**config.mk**
```make
export PLATFORM = sky130hd
export DESIGN_NAME = disk_read_mark_detect_sync
export DESIGN_NICKNAME = d
export VERILOG_FILES = /design/src/logic/disk_read_mark_detect_sync.v
export VERILOG_INCLUDE_DIRS = /design/src /design/src/logic
export SDC_FILE = /design/constraint.sdc
export NUM_CORES = 1
export LEC_CHECK = 0
export BUFFER_PORTS_ARGS = -buffer_cell sky130_fd_sc_hd__buf_2
export CORE_ASPECT_RATIO = 0.5
export CORE_MARGIN = 2
export CORE_UTILIZATION = 25
export CTS_CLUSTER_DIAMETER = 50
export DETAILED_ROUTE_END_ITERATION = 6
export PLACE_DENSITY_LB_ADDON = 0.05
export SYNTH_ARGS = -nofsm -noshare
export SYNTH_HDL_FRONTEND = slang
export SYNTH_SLANG_ARGS = --single-unit
export TNS_END_PERCENT = 10
```
**constraint.sdc**
```tcl
create_clock -name clock -period 5.1 [get_ports clock]
set_input_delay 1.275 -clock clock [delete_from_list [all_inputs] [get_ports clock]]
set_output_delay 1.275 -clock clock [all_outputs]
set_load 0.005 [all_outputs]
```
**src/logic/disk_read_regs.vh**
```
`ifndef DISK_READ_REGS_VH
`define DISK_READ_REGS_VH

// Control select tag bus bits
`define BUS_WIDTH           10
`define BUS_READ_BIT        1
`define BUS_MARK_EN_BIT     4

// Clock period in picoseconds
`define CLOCK_PERIOD_PS     40000

// Timing figures in picoseconds
`define LOCK_TIME_PS        7750000
`define DETECT_TIME_PS      1700000
`define MARK_GAP_PS         2400000
`define PULSE_TIME_PS       10000

// Cycle counts, rounded up; the pulse count never below one cycle
`define CEIL_CYC(t)         (((t) + `CLOCK_PERIOD_PS - 1) / `CLOCK_PERIOD_PS)
`define LOCK_CYCLES         `CEIL_CYC(`LOCK_TIME_PS)
`define DETECT_CYCLES       `CEIL_CYC(`DETECT_TIME_PS)
`define PULSE_CYCLES        ((`CEIL_CYC(`PULSE_TIME_PS) < 1) ? 1 : `CEIL_CYC(`PULSE_TIME_PS))

`define TIMER_WIDTH         8

`endif

```
**src/logic/disk_read_mark_detect_sync.v**
```verilog
// What this block does
// - Tag with read bit on the bus enables the read detection path.
// - Decode read pulses into NRZ data, with read clock sent alongside.
// - Recognised address mark gap raises the mark-found output.
// - High-resolution edge latches low-resolution level; unqualified edges give nothing.
// - Lock-to-data high while its timer runs; triggered by gate drop or mark.
// - Gate inactive holds lock set; lock ends 7.75 us after gate returns.
// - A detected address mark fires a 7.75 us lock-to-data period.
// - Address mark is a gap of about 2.4 us without transitions.
// - Mark detection works only during reads, armed by bus bit 4.
// - While armed, each data pulse retriggers a 1.7 us data-detect timer.
// - First pulse after timer expiry flags the mark: lock and mark pulses.
// - Loop input takes servo clock unless reading data without mark enable.
// - Each selected input transition forms a short pulse for strobe and separator.
// - During lock, zeros-enable held set and ones-enable output suppressed.
`include "disk_read_regs.vh"
`default_nettype none

module disk_read_mark_detect_sync #(
    parameter LOCK_CYCLES   = `LOCK_CYCLES,
    parameter DETECT_CYCLES = `DETECT_CYCLES
) (
    input  wire                  clock,           // 25 MHz block clock
    input  wire                  resetn,          // Asynchronous reset, active low
    input  wire                  control_select,  // Control select tag from controller
    input  wire [`BUS_WIDTH-1:0] bus_out,         // Bus out bits from controller
    input  wire                  hi_res_cross,    // High-resolution zero-cross channel
    input  wire                  lo_res_cross,    // Low-resolution zero-cross channel
    input  wire                  servo_clock,     // Servo-derived reference clock
    input  wire                  data_window,     // Data window from loop oscillator
    input  wire                  loop_clock,      // Read clock from loop oscillator
    output reg                   read_enable_q,   // Read detection path enabled
    output reg                   nrz_data_q,      // NRZ read data to controller
    output reg                   read_clock_q,    // Read clock to controller
    output reg                   mark_found_q,    // Address mark found pulse
    output reg                   lock_to_data_q,  // Lock-to-data level
    output reg                   select_servo_q,  // Loop input is servo clock
    output reg                   loop_pulse_q     // Formed pulse to strobe delay
);

    localparam TW = `TIMER_WIDTH;
    localparam [TW-1:0] LOCK_LOAD   = LOCK_CYCLES[TW-1:0];
    localparam [TW-1:0] DETECT_LOAD = DETECT_CYCLES[TW-1:0];
    localparam integer  PULSE_CYC   = `PULSE_CYCLES;
    localparam [TW-1:0] PULSE_LOAD  = PULSE_CYC[TW-1:0];

    // Two-stage synchronisers; stage one is read only by stage two
    localparam NSYNC = 8;
    wire [NSYNC-1:0] raw_in;
    reg  [NSYNC-1:0] sync1_q;
    reg  [NSYNC-1:0] sync2_q;
    reg  [NSYNC-1:0] prev_q;
    assign raw_in = {loop_clock, data_window, servo_clock, lo_res_cross,
                     hi_res_cross, bus_out[`BUS_MARK_EN_BIT],
                     bus_out[`BUS_READ_BIT], control_select};

    genvar gi;
    generate
        for (gi = 0; gi < NSYNC; gi = gi + 1) begin : g_sync
            always @(posedge clock or negedge resetn) begin
                if (!resetn) begin
                    sync1_q[gi] <= 1'b0;
                    sync2_q[gi] <= 1'b0;
                    prev_q[gi]  <= 1'b0;
                end else begin
                    sync1_q[gi] <= raw_in[gi];
                    sync2_q[gi] <= sync1_q[gi];
                    prev_q[gi]  <= sync2_q[gi];
                end
            end
        end
    endgenerate

    wire tag_s    = sync2_q[0];
    wire rd_bit_s = sync2_q[1];
    wire am_bit_s = sync2_q[2];
    wire hi_rise  = sync2_q[3] & ~prev_q[3];
    wire lo_s     = sync2_q[4];
    wire servo_tr = sync2_q[5] ^ prev_q[5];
    wire window_s = sync2_q[6];
    wire clk_rise = sync2_q[7] & ~prev_q[7];

    wire read_gate = tag_s & rd_bit_s;
    wire mark_armed = read_gate & am_bit_s;

    wire data_pulse = hi_rise & lo_s & read_enable_q;

    wire use_servo = ~read_gate | mark_armed;
    wire sel_tr = use_servo ? servo_tr : data_pulse;

    reg [TW-1:0] lock_cnt_q;
    reg [TW-1:0] detect_cnt_q;
    reg [TW-1:0] mark_cnt_q;
    reg [TW-1:0] pulse_cnt_q;
    reg          seen_data_q;
    reg          ones_en_q;
    reg          zeros_en_q;
    reg [TW-1:0] lock_cnt_d;
    reg [TW-1:0] detect_cnt_d;
    reg [TW-1:0] mark_cnt_d;
    reg [TW-1:0] pulse_cnt_d;
    reg          seen_data_d;
    reg          ones_en_d;
    reg          zeros_en_d;
    reg          nrz_data_d;

    wire lock_run   = (lock_cnt_q != {TW{1'b0}});
    wire detect_run = (detect_cnt_q != {TW{1'b0}});
    wire mark_run   = (mark_cnt_q > {{(TW-1){1'b0}}, 1'b1});
    wire pulse_run  = (pulse_cnt_q > {{(TW-1){1'b0}}, 1'b1});

    wire mark_detect = mark_armed & data_pulse & seen_data_q & ~detect_run;
    // lock rises with the mark itself, so both outputs start together
    wire lock_d      = ~read_gate | mark_detect | lock_run;

    // read gate drives the detection path
    always @(posedge clock or negedge resetn) begin
        if (!resetn) begin
            read_enable_q  <= 1'b0;
            select_servo_q <= 1'b1;
        end else begin
            read_enable_q  <= read_gate;
            select_servo_q <= use_servo;
        end
    end

    always @* begin
        lock_cnt_d = lock_cnt_q;
        if (!read_gate) begin
            lock_cnt_d = LOCK_LOAD;
        end else if (mark_detect) begin
            lock_cnt_d = LOCK_LOAD;
        end else if (lock_run) begin
            lock_cnt_d = lock_cnt_q - 1'b1;
        end
    end

    always @(posedge clock or negedge resetn) begin
        if (!resetn) begin
            lock_cnt_q <= {TW{1'b0}};
        end else begin
            lock_cnt_q <= lock_cnt_d;
        end
    end

    always @(posedge clock or negedge resetn) begin
        if (!resetn) begin
            lock_to_data_q <= 1'b1;
        end else begin
            lock_to_data_q <= lock_d;
        end
    end

    always @* begin
        detect_cnt_d = detect_cnt_q;
        seen_data_d  = seen_data_q;
        if (!mark_armed) begin
            detect_cnt_d = {TW{1'b0}};
            seen_data_d  = 1'b0;
        end else if (data_pulse) begin
            detect_cnt_d = DETECT_LOAD;
            seen_data_d  = 1'b1;
        end else if (detect_run) begin
            detect_cnt_d = detect_cnt_q - 1'b1;
        end
    end

    // Arming alone is not a gap: a pulse must be seen first
    always @(posedge clock or negedge resetn) begin
        if (!resetn) begin
            detect_cnt_q <= {TW{1'b0}};
            seen_data_q  <= 1'b0;
        end else begin
            detect_cnt_q <= detect_cnt_d;
            seen_data_q  <= seen_data_d;
        end
    end

    // gap is timer expiry with no pulses
    always @* begin
        mark_cnt_d = mark_cnt_q;
        if (mark_detect) begin
            mark_cnt_d = LOCK_LOAD;
        end else if (mark_cnt_q != {TW{1'b0}}) begin
            mark_cnt_d = mark_cnt_q - 1'b1;
        end
    end

    always @(posedge clock or negedge resetn) begin
        if (!resetn) begin
            mark_cnt_q <= {TW{1'b0}};
        end else begin
            mark_cnt_q <= mark_cnt_d;
        end
    end

    always @(posedge clock or negedge resetn) begin
        if (!resetn) begin
            mark_found_q <= 1'b0;
        end else begin
            mark_found_q <= mark_detect | mark_run;
        end
    end

    always @* begin
        pulse_cnt_d = pulse_cnt_q;
        if (sel_tr) begin
            pulse_cnt_d = PULSE_LOAD;
        end else if (pulse_cnt_q != {TW{1'b0}}) begin
            pulse_cnt_d = pulse_cnt_q - 1'b1;
        end
    end

    always @(posedge clock or negedge resetn) begin
        if (!resetn) begin
            pulse_cnt_q <= {TW{1'b0}};
        end else begin
            pulse_cnt_q <= pulse_cnt_d;
        end
    end

    // one clock is the shortest pulse this clock can form
    always @(posedge clock or negedge resetn) begin
        if (!resetn) begin
            loop_pulse_q <= 1'b0;
        end else begin
            loop_pulse_q <= sel_tr | pulse_run;
        end
    end

    // Data separator: a pulse on the cell edge opens the next cell, so none is lost
    always @* begin
        ones_en_d  = ones_en_q;
        zeros_en_d = zeros_en_q;
        nrz_data_d = nrz_data_q;
        if (clk_rise) begin
            nrz_data_d = ones_en_q & ~lock_d;
            ones_en_d  = sel_tr & window_s & ~lock_d;
            zeros_en_d = lock_d | sel_tr;
        end else if (lock_d) begin
            zeros_en_d = 1'b1;
            ones_en_d  = 1'b0;
        end else if (sel_tr) begin
            ones_en_d  = ones_en_q | window_s;
            zeros_en_d = 1'b1;
        end
    end

    always @(posedge clock or negedge resetn) begin
        if (!resetn) begin
            ones_en_q  <= 1'b0;
            zeros_en_q <= 1'b1;
        end else begin
            ones_en_q  <= ones_en_d;
            zeros_en_q <= zeros_en_d;
        end
    end

    // NRZ bit changes only at a cell edge
    always @(posedge clock or negedge resetn) begin
        if (!resetn) begin
            nrz_data_q <= 1'b0;
        end else begin
            nrz_data_q <= nrz_data_d;
        end
    end

    // read clock follows loop oscillator, three clocks late
    always @(posedge clock or negedge resetn) begin
        if (!resetn) begin
            read_clock_q <= 1'b0;
        end else begin
            read_clock_q <= sync2_q[7];
        end
    end

endmodule // disk_read_mark_detect_sync

`default_nettype wire

```
==> results of run 1 <==
==> worst max-delay path by stage <==
stage	from	end	slack (ps)	cells past startpoint
after floorplan	lock_to_data_q$_DFF_PN1_	lock_to_data_q	3320	0
after global placement	resetn	select_servo_q$_DFF_PN1_	2750	2
after detailed placement	resetn	select_servo_q$_DFF_PN1_	2740	2
after CTS	detect_cnt_q[0]$_DFFE_PN0P_	nrz_data_q$_DFFE_PN0P_	2830	6
after global routing	detect_cnt_q[0]$_DFFE_PN0P_	nrz_data_q$_DFFE_PN0P_	2580	6
final	detect_cnt_q[0]$_DFFE_PN0P_	nrz_data_q$_DFFE_PN0P_	2870	6
==> cells in the final DEF (no fill, tap or decap), types with 2 or more instances in the layout <==
master	Yosys	routed
dfrtp_1	57	57
nor2_1	28	28
buf_2	0	16
inv_1	12	12
nand2_1	12	12
xnor2_1	12	12
a21oi_1	12	12
ha_1	10	10
clkbuf_16	0	9
or3_1	8	8
nand2b_1	6	6
nor3_1	6	6
nand3_1	5	5
nand3b_1	4	4
nor3b_1	3	3
o211ai_1	3	3
mux2i_1	3	3
or4_1	3	3
a211o_1	3	3
xor2_1	3	3
a311oi_1	3	3
bufinv_16	0	3
and2_1	2	2
and3_1	2	2
a2111oi_0	2	2
a211oi_1	2	2
a21boi_0	2	2
clkinv_2	0	2
dfstp_2	2	2
==> power breakdown <==
group	internal (mW)	total, mW	switching, mW	leakage [nW]
logic	0.165	0.358	0.193	0.493
clock network	0.489	0.703	0.215	0.169
registers	0.546	0.622	0.0757	0.724
==> routing by layer <==
metal | GRT usage | vias up | routed length, µm | share of wire
met5 | 0 | - | 0 | 0
met4 | 0.0486 | 0 | 107 | 0.020
met3 | 0.0488 | 10 | 186 | 0.036
met2 | 0.150 | 12 | 2350 | 0.45
met1 | 0.140 | 828 | 2580 | 0.49
li1 | - | 869 | - | -
==> worst reg2reg max path, cell delays in order, from the launching register on <==
cell and delay, ps:
dfrtp_1 370, inv_1 110, ha_1 160, nor3b_1 530, nand2_1 310, o21ai_2 500
o41ai_2 130
==> cells by family after synthesis <==
| logic type | after synthesis | share of synthesized area |
|---|---|---|
| AO/OA/AOI/OAI | 38 | 0.108 |
| buffers and inverters | 13 | 0.0188 |
| XOR/XNOR | 15 | 0.0508 |
| flip-flops | 59 | 0.571 |
| AND/OR/NAND/NOR | 90 | 0.191 |
| adder cells (fa/ha/maj) | 10 | 0.0483 |
| multiplexers | 3 | 0.0116 |
==> stage by stage <==
step | instance area, µm² | setup WS [ps] | hold slack (ps) | power (mW)
floorplan | 2590 | 3320 | 331 | 0.897
global placement | 2850 | 2750 | 332 | 0.986
detailed placement | 2850 | 2740 | 336 | 0.988
CTS | 3190 | 2830 | 347 | 1.71
global route | 3190 | 2580 | 351 | 1.79
finish | 3190 | 2870 | 345 | 1.68
==> registers in the layout (all words and copies together) (netlist names), 2 cells and up <==
| signal | flops |
|---|---|
| detect_cnt_q | 8 |
| lock_cnt_q | 8 |
| mark_cnt_q | 8 |
| prev_q | 2 |
| pulse_cnt_q | 8 |
| sync1_q | 8 |
| sync2_q | 3 |
==> cell type report <==
class	instances	area [µm²]	share of cell area
Clock buffer	11	243	0.0761
Tap cell	140	175	0.0549
Clock inverter	5	100	0.0314
Inverter	12	45.0	0.0141
Sequential cell	59	1480	0.464
Timing Repair Buffer	17	87.6	0.0275
Multi-Input combinational cell	156	1060	0.333
==> run_results.csv, run 1 <==
group,metric,value,unit
die,die-width,148,µm
global_routing,grt_max_degree,33,
power,p_leak,1.39,nW
timing,maxSlewViolCount,0,
worst_setup_path,r2r_slack,2870,ps
yosys,syn_inst,228,
timing,timing.final.crit_period,2230,ps
detailed_routing,viasPerCell,4.30,
yosys,synth_nets,256,
yosys,async_flop_share,1.00,
power,pwr_density_cell,528,nW/µm²
die,core,10100,µm²
detailed_routing,drc_errors,0,
die,die-area,11200,µm²
die,ios,25,
clocking,cts_max_level,3,
yosys,avgSynthCellArea,11.4,µm²
place,globalplace.congestion,0.723,
clocking,cts-resized-gates,0,
yosys,yosys.cell_count.top_type,"dfrtp_1",
global_routing,grtUsageTotal,0.107,
yosys,yosys.area.top_type,"dfrtp_1",
timing,tightest_slew,1020,ps
clocking,hold_buffers,0,
detailed_routing,wl_per_cell,13.1,µm
yosys,yosys_register_bits,59,
yosys,yosys_warnings,0,
clocking,cts_buffers,9,
min_path,min_to,"window_s$_DFF_PN0_",
worst_setup_path,slowest_delay,530,ps
yosys,synth_cell_types,48,
layout,fin_util,0.314,
die,start_util,0.255,
clocking,clock-sinks,59,
detailed_routing,postRouteAntennaNets,0,
yosys,yosys-top-cells-area,"dfrtp_1 (55%), ha_1 (4.8%), nor2_1 (4.1%)",
yosys,yosys.area.top_type_share,0.551,
global_routing,antenna_found_initial,0,
place,dp_hpwl,3.59,mm
yosys,synth.top_cells.by_count,"dfrtp_1 (57), nor2_1 (28)",
detailed_routing,drtIter0Drc,76,
job,drv_cap,0,
place,io_buffers,16,
power,peakVddDrop,0.000169,V
worst_setup_path,crit_path_end_kind,"flop",
worst_setup_path,crit_family,"simple AND/OR/NAND/NOR gates",
die,fp-row-count,26,
worst_setup_path,reg2regPathDepth,6,
clocking,cts_buffer_depth,2,
timing,rsz0062_at_grt,"false",
layout,nets,283,
layout,final_layout_size_suffix_gt1_frac,0.165,
layout,antenna_cells,0,
worst_setup_path,crit_chain,"inv_1 -> ha_1 -> nor3b_1 -> nand2_1 -> o21ai_2 -> o41ai_2",
die,chipHeight,76.0,µm
yosys,synth-edff-count,0,
yosys,seq_area_frac_synth,0.571,
timing,final_hold_viol_count,0,
worst_setup_path,startpoint_type,"flop",
detailed_routing,firstDrtPassIters,4,
detailed_routing,routed_wirelength,5.22,mm
min_path,hp-start,"sync1_q[6]$_DFF_PN0_",
worst_setup_path,cp_max_fo,9,
global_routing,grt_pass1_vias,1777,
detailed_routing,vias,1719,
layout,instances_no_fill,400,
timing,finClkSkew,5.67,ps
clocking,clk-insertion-delay-late,330,ps
place,dp_cells,384,
global_routing,gr-total-overflow,0,
worst_setup_path,reg2reg_from,"detect_cnt_q[0]$_DFFE_PN0P_",
worst_setup_path,critical_path_class,"reg -> reg",
timing,setup_viol,0,
worst_setup_path,worstReg2RegEnd,"nrz_data_q$_DFFE_PN0P_",
min_path,hold_path_class,"reg -> reg",
worst_setup_path,cp.arrival,2420,ps
layout,nFillCells,1058,
timing,slew_headroom,0.299,
timing,period_share,0.436,
clocking,cts_root_buf,"clkbuf_16",
layout,syn_to_final_growth,23.2,%
worst_setup_path,critical_path_buf_inv_count,1,
timing,max_freq,0.449,GHz
timing,fin_setup_tns,0,ps
clocking,post_cts_buffers,0,
global_routing,grt_pass1_wl,9.07,mm
clocking,clk_pin_slew,50,ps
clocking,cts_tree,"built",
run_status,outcome,"finished clean",
yosys,synth_flop_cell,"dfrtp_1",
yosys,synth.cell_area,2590,µm²
worst_setup_path,slowest_stage,"nor3b_1",
worst_setup_path,crit_required,5300,ps
min_path,whs_path_depth,0,
(Power assumes the default switching activity.)
==> inputs of run 2 (changes only) <==
ABC_AREA = 1   (was not set)
clock period = 2 ns   (was 5.1 ns; I/O delays follow)
==> run_results.csv, run 2 <==
group,metric,value,unit
power,power.total,4.46,mW
detailed_routing,vias,1997,
timing,fin_setup_tns,0,ps
layout,syn_to_final_growth,23.8,%
worst_setup_path,crit_required,2270,ps
layout,antenna_cells,0,
yosys,yosys.cell_count.top_type,"nand2_1",
layout,layout_common_cells,"nand2_1 (67), dfrtp_1 (57), inv_1 (47)",
worst_setup_path,crit_path_end_kind,"flop",
timing,slew_headroom,0.645,
clocking,clock-sinks,59,
power,pwr_density_cell,1300,nW/µm²
timing,rsz0062_at_grt,"false",
job,drv_cap,0,
yosys,async_flop_share,1.00,
timing,tightest_slew,532,ps
timing,setup_viol,0,
min_path,hold_path_class,"in -> async",
run_status,outcome,"finished clean",
timing,maxSlewViolCount,0,
yosys,yosys-top-cells-area,"dfrtp_1 (52%), nand2_1 (9.1%), inv_1 (6.4%)",
place,io_buffers,16,
timing,final_hold_viol_count,0,
layout,design_area,3430,µm²
yosys,syn_inst,312,
layout,nets,369,
clocking,cts_max_level,3,
die,ios,25,
power,p_leak,1.68,nW
global_routing,grt_pass1_wl,9.87,mm
detailed_routing,wl_per_cell,11.5,µm
yosys,synth-edff-count,0,
worst_setup_path,r2r_slack,450,ps
worst_setup_path,cp.arrival,1820,ps
worst_setup_path,cp_max_fo,15,
clocking,clk-insertion-delay-late,330,ps
die,core,10900,µm²
place,place_area,3070,µm²
die,chipHeight,78.4,µm
yosys,synth.cell_area,2770,µm²
global_routing,gr-total-overflow,0,
yosys,synth_flop_cell,"dfrtp_1",
detailed_routing,viasPerCell,4.07,
clocking,cts_tree,"built",
die,start_util,0.254,
clocking,clk_pin_slew,50,ps
yosys,synth_nets,340,
clocking,cts-resized-gates,0,
global_routing,grt_max_degree,22,
clocking,cts_root_buf,"clkbuf_16",
global_routing,grt_pass1_vias,1995,
yosys,yosys.area.top_type_share,0.515,
yosys,yosys_register_bits,59,
timing,max_freq,0.645,GHz
clocking,cts_buffers,9,
clocking,hold_buffers,0,
global_routing,antenna_found_initial,0,
layout,mostFrequentLayoutCell,"nand2_1",
power,peakVddDrop,0.000425,V
global_routing,grtUsageTotal,0.107,
place,globalplace.congestion,0.794,
detailed_routing,routed_wirelength,5.67,mm
detailed_routing,postRouteAntennaNets,0,
place,dp_hpwl,4.05,mm
die,die-width,153,µm
yosys,yosys.area.top_type,"dfrtp_1",
die,die-area,12000,µm²
clocking,cts_buffer_depth,2,
yosys,yosys_warnings,0,
yosys,seq_area_frac_synth,0.534,
detailed_routing,firstDrtPassIters,4,
timing,timing.final.crit_period,1550,ps
detailed_routing,drtIter0Drc,71,
timing,finClkSkew,7.09,ps
worst_setup_path,critical_path_class,"reg -> reg",
layout,final_layout_size_suffix_gt1_frac,0.153,
yosys,avgSynthCellArea,8.87,µm²
detailed_routing,drc_errors,0,
yosys,synth.top_cells.by_count,"nand2_1 (67), dfrtp_1 (57), inv_1 (47)",
timing,period_share,0.776,
clocking,post_cts_buffers,0,
die,fp-row-count,27,
yosys,synth_cell_types,29,
worst_setup_path,startpoint_type,"flop",
==> run 2: cell types whose count changed after synthesis, sizes merged, moves of 4 or more <==
cell / previous run / this run
inv: 12 / 48
nand2: 12 / 68
nand2b: 6 / 0
nand3: 5 / 32
nand4: 1 / 8
nor2: 28 / 49
nor3: 7 / 2
o21ai: 1 / 7
or3: 9 / 0
or4: 4 / 0
xnor2: 12 / 5
==> run 2: cell families (layout without fill, tap and decap cells) <==
kind of cell               after synthesis  in the layout  synth area share
adders and majority gates               10             10            0.0452
DFF                                     59             59             0.534
and+or+nand+nor                        163            163             0.278
xor gates and xnor gates                 9              9            0.0285
buffers and inverters                   49             83            0.0692
AOI/OAI and AO/OA                       22             22            0.0443
==> run 2: area by class of cell <==
class | count | area (µm²)
fillers | 1157 | 7450
clock inverters | 4 | 95.1
clock buffers | 12 | 267
well taps | 145 | 181
inverters | 48 | 180
multi-input cells | 204 | 1100
flip-flops and latches | 59 | 1480
repair buffers | 19 | 128
==> run 2: metrics by stage <==
step                 util  hold WS (ps)  worst slack [ps]  std cells
floorplan               -           204               675        312
global route        0.315           183               254        491
detailed placement  0.282           335               447        475
finish              0.315           152               449        491
CTS                 0.315           165               442        491
global placement    0.282           333               471        475
==> run 2: worst max-delay path: stages (launching register included) <==
cell and delay [ps]:
dfrtp_1 370, inv_1 120, ha_1 160, nand2_1 80, nor2_4 210, nand3_4 240, nand2_1 180, inv_1 70
nand2_1 70
==> run 2: worst paths after layout <==
kind / start / endpoint / cells after the start
worst max-delay path: detect_cnt_q[0]$_DFFE_PN0P_ / lock_cnt_q[7]$_DFFE_PN0P_ / 8
min in group clock: loop_clock / sync1_q[7]$_DFF_PN0_ / 1
worst min-delay path: resetn / lock_cnt_q[1]$_DFFE_PN0P_ / 1
worst min register to register: sync1_q[5]$_DFF_PN0_ / sync2_q[5]$_DFF_PN0_ / 0
worst max register to register: detect_cnt_q[0]$_DFFE_PN0P_ / lock_cnt_q[7]$_DFFE_PN0P_ / 8
max in group asynchronous: resetn / tag_s$_DFF_PN0_ / 2
==> run 2: layer usage <==
layer  share of wire  GRT usage  wire, µm
met2            0.41      0.154      2340
met1            0.53      0.142      3020
met5               0          0         0
met4           0.016     0.0435        90
met3           0.039     0.0447       219
==> run 2: report_power, final <==
group | internal [mW] | switching (mW)
Clock | 1.32 | 0.534
Combinational | 0.416 | 0.652
Sequential | 1.40 | 0.147
